$ cat config.mk
export PLATFORM = sky130hd
export DESIGN_NAME = acs_status_regs
export DESIGN_NICKNAME = d
export VERILOG_FILES = /design/src/rtl/acs_pkg.sv /design/src/rtl/acs_status_regs.sv
export VERILOG_INCLUDE_DIRS = /design/src /design/src/rtl
export SDC_FILE = /design/constraint.sdc
export NUM_CORES = 1
export LEC_CHECK = 0
export BUFFER_PORTS_ARGS = -buffer_cell sky130_fd_sc_hd__clkbuf_2
export CAP_MARGIN = 25
export CORE_UTILIZATION = 44
export DETAILED_ROUTE_END_ITERATION = 6
export PLACE_DENSITY = 0.68
export SYNTH_ARGS = -nofsm -noshare
export SYNTH_HDL_FRONTEND = slang
export SYNTH_SLANG_ARGS = --single-unit
$ cat constraint.sdc
create_clock -name clock -period 3.2 [get_ports clock]
set_input_delay 0.8 -clock clock [delete_from_list [all_inputs] [get_ports clock]]
set_output_delay 0.8 -clock clock [all_outputs]
set_load 0.005 [all_outputs]
$ cat src/rtl/acs_map.svh
// register offsets, field positions and reset values of the converter status block
`ifndef ACS_MAP_SVH
`define ACS_MAP_SVH

// byte offsets on the register port
`define ACS_OFF_CHAN_ENABLE 8'h10
`define ACS_OFF_CHAN_DISABLE 8'h14
`define ACS_OFF_CHAN_VIEW 8'h18
`define ACS_OFF_FLAGS 8'h1c
`define ACS_OFF_LAST_RESULT 8'h20
`define ACS_OFF_IRQ_SET 8'h24
`define ACS_OFF_IRQ_CLEAR 8'h28
`define ACS_OFF_IRQ_VIEW 8'h2c
`define ACS_OFF_RESULT_BASE 8'h30
`define ACS_OFF_EVT_STATUS 8'h40
`define ACS_OFF_EVT_CLEAR 8'h44
`define ACS_OFF_EVT_ENABLE 8'h48

// layout of the flags register
`define ACS_NUM_CH 4
`define ACS_POS_DONE 0
`define ACS_POS_OVR 8
`define ACS_POS_READY 16
`define ACS_POS_GOVR 17
`define ACS_POS_RXDONE 18
`define ACS_POS_RXEMPTY 19
`define ACS_FLAG_W 20

// event status layout
`define ACS_EVT_CONV 0
`define ACS_EVT_CHOVR 1
`define ACS_EVT_GOVR 2
`define ACS_EVT_RXDONE 3
`define ACS_EVT_W 4

// reset values
`define ACS_RST_CHAN_EN 4'h0
`define ACS_RST_IRQ_MASK 20'h00000
`define ACS_RST_EVT_EN 4'h0

`endif

$ cat src/rtl/acs_pkg.sv
// types shared by the converter status block and its surroundings
package acs_pkg;

   // one finished conversion from the sequencer
   typedef struct packed {
      logic valid;
      logic [1:0] chan;
      logic [15:0] data;
   } acs_conv_t;

   // overrun events from the sequencer
   typedef struct packed {
      logic [3:0] chanOvr;
      logic genOvr;
   } acs_ovr_t;

   // receive counters of the transfer engine
   typedef struct packed {
      logic [15:0] count;
      logic [15:0] nextCount;
      logic written;
   } acs_rx_t;

   // register port request
   typedef struct packed {
      logic wrStrobe;
      logic rdStrobe;
      logic [7:0] addr;
      logic [31:0] wrData;
   } acs_bus_t;

endpackage

$ cat src/rtl/acs_status_regs.sv
// register side of a four-channel converter: channel enables, flags, results, interrupt
`timescale 1ns/1ps

`include "acs_map.svh"

module acs_status_regs
   import acs_pkg::*;
#(
   parameter int DATA_W = 10
) (
   // clock and reset
   input wire logic clock,
   input wire logic nrst,
   // register port
   input wire acs_bus_t bus,
   output logic [31:0] rdData_r,
   // converter sequencer
   input wire acs_conv_t conv,
   input wire acs_ovr_t ovr,
   output logic [3:0] chanEnable_r,
   // receive transfer engine
   input wire acs_rx_t rx,
   // interrupt request
   output logic irq_r
);

   // refuse widths the result fields cannot carry
   // the converter hands over sixteen bits, so a wider result has no source,
   // and a zero-width result register cannot be built at all
   initial begin
      if (DATA_W < 1 || DATA_W > 16) begin
         $error("DATA_W must lie between 1 and 16");
      end
   end

   // address match helper, used for every strobe decode below
   function automatic logic hit(input logic [7:0] a, input logic [7:0] off);
      hit = (a == off);
   endfunction

   // write decodes
   // each strobe is one cycle long, so every decode below is a one-cycle pulse;
   // the master never raises both strobes, so a write decode and a read decode
   // never fall in the same cycle
   // writes to read-only offsets match none of these and are dropped
   wire wrChEn = bus.wrStrobe && hit(bus.addr, `ACS_OFF_CHAN_ENABLE);
   wire wrChDis = bus.wrStrobe && hit(bus.addr, `ACS_OFF_CHAN_DISABLE);
   wire wrIrqSet = bus.wrStrobe && hit(bus.addr, `ACS_OFF_IRQ_SET);
   wire wrIrqClr = bus.wrStrobe && hit(bus.addr, `ACS_OFF_IRQ_CLEAR);
   wire wrEvtClr = bus.wrStrobe && hit(bus.addr, `ACS_OFF_EVT_CLEAR);
   wire wrEvtEn = bus.wrStrobe && hit(bus.addr, `ACS_OFF_EVT_ENABLE);

   // read decodes that carry a side effect
   // these clear flags at the same edge that captures the read data, so the
   // word handed back still shows the flags as they stood before the read
   wire rdFlags = bus.rdStrobe && hit(bus.addr, `ACS_OFF_FLAGS);
   wire rdLast = bus.rdStrobe && hit(bus.addr, `ACS_OFF_LAST_RESULT);

   // state
   // every flag except the receive empty bit lives in its own flop so set and clear priority can be
   // decided per flag; the result array is small enough for flops as well
   logic [3:0] chanEnable_nxt; // next value of the channel enables
   logic [3:0] done_r; // per-channel done flags
   logic [3:0] chanOvr_r; // per-channel overrun flags
   logic ready_r; // result ready flag
   logic govr_r; // general overrun flag
   logic rxDone_r; // receive count done flag
   logic rxZeroPrev_r; // receive counter was zero last cycle
   logic [DATA_W-1:0] last_r; // last converted value
   logic [DATA_W-1:0] chanRes_r [`ACS_NUM_CH]; // per-channel results
   logic [`ACS_FLAG_W-1:0] irqMask_r; // interrupt source enables
   logic [`ACS_EVT_W-1:0] evtStat_r; // sticky event bits
   logic [`ACS_EVT_W-1:0] evtEn_r; // event interrupt enables

   // conversion and counter conditions
   // the receive counters come from the transfer engine on this same clock,
   // so they are used without synchronisers
   // rxReach fires once, on the cycle the counter first reads zero, so a
   // counter that rests at zero does not set the done flag again after a write
   wire [DATA_W-1:0] convVal = conv.data[DATA_W-1:0];
   wire [3:0] convOneHot = 4'h1 << conv.chan;
   wire convEnabled = conv.valid && chanEnable_r[conv.chan];
   wire rxZero = (rx.count == 16'h0000);
   wire rxReach = rxZero && !rxZeroPrev_r;
   wire rxEmpty = rxZero && (rx.nextCount == 16'h0000);

   // channel enable next value
   // set bits enable, disable bits win when both arrive together
   assign chanEnable_nxt = (chanEnable_r | (wrChEn ? bus.wrData[3:0] : 4'h0))
      & ~(wrChDis ? bus.wrData[3:0] : 4'h0);

   // channel enable register
   // software must not disable a channel while it converts; if it does, the
   // done flag of that channel is cleared by the disable, but its result word carries no
   // meaning until the next conversion, and nothing here tries to repair the result
   always_ff @(posedge clock or negedge nrst) begin
      if (!nrst) begin
         chanEnable_r <= `ACS_RST_CHAN_EN;
      end else begin
         chanEnable_r <= chanEnable_nxt;
      end
   end

   // per-channel flags and results
   // one copy per channel: a done flag, an overrun flag and a result word
   // a conversion for a disabled channel touches none of these, only the
   // last result register, the ready flag and the conversion event bit further down
   genvar g;
   generate
      for (g = 0; g < `ACS_NUM_CH; g++) begin : gCh
         // this channel finished a conversion while enabled
         wire chDone = convEnabled && convOneHot[g];
         // reading this channel's result register
         wire rdRes = bus.rdStrobe
            && hit(bus.addr, 8'(`ACS_OFF_RESULT_BASE + 4 * g));

         // done flag: set by conversion, cleared by result read
         // or by disabling the channel; a new result wins over the read
         always_ff @(posedge clock or negedge nrst) begin
            if (!nrst) begin
               done_r[g] <= 1'b0;
            end else if (chDone) begin
               done_r[g] <= 1'b1;
            end else if (rdRes || !chanEnable_nxt[g]) begin
               done_r[g] <= 1'b0;
            end
         end

         // overrun flag: set wins over the flags read
         always_ff @(posedge clock or negedge nrst) begin
            if (!nrst) begin
               chanOvr_r[g] <= 1'b0;
            end else if (ovr.chanOvr[g]) begin
               chanOvr_r[g] <= 1'b1;
            end else if (rdFlags) begin
               chanOvr_r[g] <= 1'b0;
            end
         end

         // result register: loaded only for an enabled channel
         always_ff @(posedge clock or negedge nrst) begin
            if (!nrst) begin
               chanRes_r[g] <= '0;
            end else if (chDone) begin
               chanRes_r[g] <= convVal;
            end
         end
      end
   endgenerate

   // last result: every completed conversion, enabled channel or not
   // the value holds until the next conversion ends; a read does not touch it
   always_ff @(posedge clock or negedge nrst) begin
      if (!nrst) begin
         last_r <= '0;
      end else if (conv.valid) begin
         last_r <= convVal;
      end
   end

   // ready flag: new result wins over the read that would clear it
   // losing the set would hide a fresh result from software, while losing
   // the clear only costs one extra read of the last result
   always_ff @(posedge clock or negedge nrst) begin
      if (!nrst) begin
         ready_r <= 1'b0;
      end else if (conv.valid) begin
         ready_r <= 1'b1;
      end else if (rdLast) begin
         ready_r <= 1'b0;
      end
   end

   // general overrun flag
   // cleared by any read of the flags word, like the per-channel overruns;
   // an overrun in the read cycle itself survives the read
   always_ff @(posedge clock or negedge nrst) begin
      if (!nrst) begin
         govr_r <= 1'b0;
      end else if (ovr.genOvr) begin
         govr_r <= 1'b1;
      end else if (rdFlags) begin
         govr_r <= 1'b0;
      end
   end

   // receive counter zero history, for the reach edge
   // reset leaves it low, so a counter already at zero after reset is seen
   // as having just reached zero
   always_ff @(posedge clock or negedge nrst) begin
      if (!nrst) begin
         rxZeroPrev_r <= 1'b0;
      end else begin
         rxZeroPrev_r <= rxZero;
      end
   end

   // receive done flag: reaching zero wins over a counter write
   // a write to either counter clears it; the transfer engine reports such
   // a write as a one-cycle pulse on rx.written
   always_ff @(posedge clock or negedge nrst) begin
      if (!nrst) begin
         rxDone_r <= 1'b0;
      end else if (rxReach) begin
         rxDone_r <= 1'b1;
      end else if (rx.written) begin
         rxDone_r <= 1'b0;
      end
   end

   // assembled flags word
   // done bits are gated by the live enables so a disabled channel reads
   // zero at once; the empty bit is a pure level of both counters and has
   // no flop of its own
   logic [`ACS_FLAG_W-1:0] flags;
   always_comb begin
      flags = '0;
      flags[`ACS_POS_DONE +: 4] = done_r & chanEnable_r;
      flags[`ACS_POS_OVR +: 4] = chanOvr_r;
      flags[`ACS_POS_READY] = ready_r;
      flags[`ACS_POS_GOVR] = govr_r;
      flags[`ACS_POS_RXDONE] = rxDone_r;
      flags[`ACS_POS_RXEMPTY] = rxEmpty;
   end

   // interrupt source enables: set bits first, clear bits win
   // the set and clear registers are write-only views of this one mask;
   // zero bits in either write leave the mask alone
   always_ff @(posedge clock or negedge nrst) begin
      if (!nrst) begin
         irqMask_r <= `ACS_RST_IRQ_MASK;
      end else begin
         irqMask_r <= (irqMask_r
            | (wrIrqSet ? bus.wrData[`ACS_FLAG_W-1:0] : '0))
            & ~(wrIrqClr ? bus.wrData[`ACS_FLAG_W-1:0] : '0);
      end
   end

   // event sources for the sticky event register
   // these catch events that the clear-on-read flags could lose between two
   // reads; software clears them by writing ones to the clear offset
   wire [`ACS_EVT_W-1:0] evtIn = {rxReach, ovr.genOvr, |ovr.chanOvr, conv.valid};

   // sticky events: a new event wins over the write-one clear
   // an event in the clear cycle stays set, so it is never lost
   always_ff @(posedge clock or negedge nrst) begin
      if (!nrst) begin
         evtStat_r <= '0;
      end else begin
         evtStat_r <= (evtStat_r
            & ~(wrEvtClr ? bus.wrData[`ACS_EVT_W-1:0] : '0)) | evtIn;
      end
   end

   // event interrupt enables
   // a plain read-write register, written as a whole word
   always_ff @(posedge clock or negedge nrst) begin
      if (!nrst) begin
         evtEn_r <= `ACS_RST_EVT_EN;
      end else if (wrEvtEn) begin
         evtEn_r <= bus.wrData[`ACS_EVT_W-1:0];
      end
   end

   // interrupt request, registered so the output comes from a flop
   // the request follows flags and masks one cycle late; software that
   // clears a source sees the line drop one cycle after its write lands
   always_ff @(posedge clock or negedge nrst) begin
      if (!nrst) begin
         irq_r <= 1'b0;
      end else begin
         irq_r <= (|(flags & irqMask_r)) || (|(evtStat_r & evtEn_r));
      end
   end

   // read selection; write-only and unmapped offsets read as zero
   // unused upper bits of every word read as zero
   // the selection is decoded from the address alone; the strobe only
   // decides below whether the selected word is captured
   logic [31:0] rdSel;
   always_comb begin
      rdSel = 32'h0000_0000;
      case (bus.addr)
         `ACS_OFF_CHAN_VIEW: rdSel[3:0] = chanEnable_r;
         `ACS_OFF_FLAGS: rdSel[`ACS_FLAG_W-1:0] = flags;
         `ACS_OFF_LAST_RESULT: rdSel[DATA_W-1:0] = last_r;
         `ACS_OFF_IRQ_VIEW: rdSel[`ACS_FLAG_W-1:0] = irqMask_r;
         `ACS_OFF_EVT_STATUS: rdSel[`ACS_EVT_W-1:0] = evtStat_r;
         `ACS_OFF_EVT_ENABLE: rdSel[`ACS_EVT_W-1:0] = evtEn_r;
         8'h30: rdSel[DATA_W-1:0] = chanRes_r[0];
         8'h34: rdSel[DATA_W-1:0] = chanRes_r[1];
         8'h38: rdSel[DATA_W-1:0] = chanRes_r[2];
         8'h3c: rdSel[DATA_W-1:0] = chanRes_r[3];
         default: rdSel = 32'h0000_0000;
      endcase
   end

   // read data stands only in the cycle after the read strobe
   // returning zero in every other cycle keeps stale words off the bus,
   // so the master can only take data in the cycle that carries it
   always_ff @(posedge clock or negedge nrst) begin
      if (!nrst) begin
         rdData_r <= 32'h0000_0000;
      end else if (bus.rdStrobe) begin
         rdData_r <= rdSel;
      end else begin
         rdData_r <= 32'h0000_0000;
      end
   end

endmodule

==> summary.md <==
| Metric | Value |
|---|---|
| Async SR Flop Fraction | 1.00 |
| Pwr dens | 575 nW/um^2 |
| FMAX | 480 MHz |
| Final critical-path share of the clock period | 0.651 |
| Flops & latches, synth | 115 |
| Vias | 4,238 |
| Most Crowded Layer GR | met2 |
| Prevailing post-synth register cell | sky130_fd_sc_hd__dfrtp_1 |
| Data arrival time at the worst-slack endpoint | 2370 ps |
| Effective utilization at floorplan | 0.458 |
| Instance count on the critical path | 7 |
| Failing checks | design-rule violations |
| Hold Path Class | input port to async pin |
| Area share of the leading cell type in the synthesized netlist | 0.541 |
| Dominant cell type by count on the critical path | sky130_fd_sc_hd__nor2_1 |
| Violation count after the first detailed-route iteration | 317 |
| Detail-routed net length per standard cell | 17.6 um |
| DR DRC count | 18 |
| Buffers from clock root to sink, at most | 2 |
| DP HPWL | 9690 um |
| Post-route insts no fill | 757 |
| Overall Global Routing Usage | 0.227 |
| Minimum setup slack in the final design | 1120 ps |
| Critical Path Max Stage Delay | 290 ps |
| Synth top area cells | sky130_fd_sc_hd__dfrtp_1 54%, sky130_fd_sc_hd__mux2_2 8.7%, sky130_fd_sc_hd__nand2_1 5.4% |
| Grt met2 use | 0.350 |
| Critical-path cell with the highest stage delay | sky130_fd_sc_hd__nand2_1 |
| Largest net degree at the start of global routing | 53 |
| DIE AREA | 12,500 um^2 |
| Sum of overflow across all layers after global routing | 0 |
| CP Capture Type | register |
| Crit path launch type | input port |
| Final GP Congestion | 0.849 |
| Crit path launch | bus[39] |
| CTS Root Cell | sky130_fd_sc_hd__clkbuf_16 |
| Startpoint of the worst-slack reg-to-reg timing path | chanEnable_r[0] |
| Met1 capacity usage during global routing | 0.298 |
| Clock transition time at the flip-flop clock pins of the worst setup and hold paths | 50 ps |
| IO Port Bufs | 107 |
| Wire length of the first global-routing pass | 21,500 um |
| Post-CTS repair timing setup buffer count | 0 |
| Fillers | 1,008 |
| Crit path max-delay family | simple AND/OR/NAND/NOR gates |
| Cell leakage power | 3.14 nW |
| H-tree level count | 4 |
| Min cycle time layout | 2080 ps |
| Post-synthesis instance total | 491 |
| Fraction of final layout cells with drive strength greater than 1 | 0.324 |
| Number of core rows | 39 |
| Total of warnings raised by yosys | 0 |
| Capturing instance or port of the critical path | irqMask_r[16] |
| R2R Path End | chanRes_r[36] |
| Via density per instance | 5.60 |
| Ranking of synthesized cells by instance count | 115 x sky130_fd_sc_hd__dfrtp_1, 77 x sky130_fd_sc_hd__nand2_1, 49 x sky130_fd_sc_hd__a21oi_1 |
| Number of clock buffers inserted by TritonCTS | 17 |
| Register cell area after layout | 2880 um^2 |
| Classification of the worst setup path | input port to register |
| Worst setup skew after layout | 6.66 ps |
| Number of enable-type register cells in the synthesized netlist | 0 |
| Number of antenna violations at the first check in global routing | 0 |
| Outcome | finished with violations |
| Flop-to-flop setup slack | 1790 ps |
| Most frequent cell after synthesis | sky130_fd_sc_hd__dfrtp_1 |
| Clock latency on the worst-skew pair | 410 ps |
| Worst slew margin relative to its limit | 0.541 |
| Placed cell count | 726 |
| Largest area contributor in the synthesized netlist | sky130_fd_sc_hd__dfrtp_1 |
| Setup repair after global routing missed its margin | no |
| Number of buffers and inverters on the critical path | 2 |
| CP required | 3490 ps |
| Number of routed nets with antenna violations | 0 |
| Number of hold violations in the final report | 0 |
| Area overhead of the layout relative to synthesis | 22.7% |
| Max-cap violations | 0 |
| Average size of a mapped cell | 10.8 um^2 |
| Number of search-and-repair iterations in the first detailed-routing pass | 7 |
| Chip Width | 112 um |
| Number of distinct library cells after synthesis | 52 |
| Dpl ws | 697 ps |
| Cells traversed along the worst timing path | clkbuf_2, nor2_1, nand2_1, nor2_1, and3_1, buf_4, a21oi_1 |
| Worst Tran Pin Value | 679 ps |
| Die outline height | 112 um |
| TritonCTS clock tree | yes |
| CORE AREA | 11,600 um^2 |
| Total negative slack for setup checks | 0 ps |
| Seq/Total Area, Yosys | 0.541 |
| Post-CTS resize count | 0 |
| Worst reg-to-reg path cell count | 3 |
| Area of the multi-input gates | 2240 um^2 |
| Number of global-route vias before repair | 4,150 |
| Number of max-slew violations in the final report | 0 |
| Final wirelength | 13,400 um |
| Number of top-level pins | 138 |
| # setup viols final | 0 |
| Maximum vdd drop | 0.376 mV |
| Crit path max fanout | 16 |
| Global routing met3 resource utilization | 0.0713 |
| Diode count | 0 |
| Total clock sinks | 115 |
| Netlist area before placement | 5320 um^2 |
| Cts hold-fix bufs | 0 |
| Net total in the final layout | 703 |
==> layout by cell type, fill, tap and decap left out, drive strengths merged, types with 10 or more instances in the layout <==
| cell | count |
|---|---|
| and3 | 11 |
| nand2 | 77 |
| buf | 14 |
| a21oi | 49 |
| a21o | 10 |
| clkbuf | 132 |
| mux2 | 41 |
| conb | 12 |
| dfrtp | 115 |
| nand3 | 17 |
| mux2i | 12 |
| a22oi | 11 |
| o21ai | 12 |
==> per-layer routing <==
metal | wire (um) | part of all wire | up-vias
met5 | 0 | 0 | -
met4 | 229 | 0.017 | 0
met3 | 1020 | 0.076 | 23
met2 | 6190 | 0.46 | 163
met1 | 5910 | 0.44 | 2067
li1 | - | - | 1985
==> area by class of cell <==
cell class,instances,area share
sequential,115,0.441
multi-input combinational,341,0.344
timing repair buffer,120,0.0993
clock buffer,26,0.0765
tap,143,0.0274
clock inverter,5,0.00767
inverter,7,0.00403
==> logic make-up after synthesis <==
family / synth area share
simple gates: 0.148
compound gates: 0.148
flops: 0.541
mux: 0.116
buf+inv: 0.0470
other cells: 0.000705
==> stage by stage <==
step,hold WS [ps],util,area (um^2),power [mW]
after floorplan,417,-,5360,1.86
after detailed placement,437,0.514,5970,2.03
final,422,0.562,6520,3.75
after CTS,417,0.562,6520,3.79
after global placement,438,0.514,5970,2.01
after global routing,461,0.562,6520,3.90
==> power by group <==
group | leakage [nW] | switching [mW] | internal, mW
clock | 0.274 | 0.606 | 1.14
sequential | 1.45 | 0.0657 | 1.57
combinational | 1.42 | 0.197 | 0.172
==> worst min path at each step <==
stage,startpoint,end,depth (start not counted)
after CTS,nrst,irqMask_r[15],1
after global routing,nrst,irqMask_r[15],1
after floorplan,rxZeroPrev_r,evtStat_r[3],1
after global placement,rxZeroPrev_r,evtStat_r[3],1
final,nrst,irqMask_r[15],1
after detailed placement,rxZeroPrev_r,evtStat_r[3],1
==> sequential cells by signal, summed over array words and instances (netlist names) <==
name,flops
rxZeroPrev_r,1
rdData_r,20
ready_r,1
irqMask_r,20
evtStat_r,4
last_r,10
chanOvr_r,4
done_r,4
evtEn_r,4
chanRes_r,40
rxDone_r,1
govr_r,1
irq_r,1
chanEnable_r,4
No activity file was read; power rests on OpenSTA's default activity.
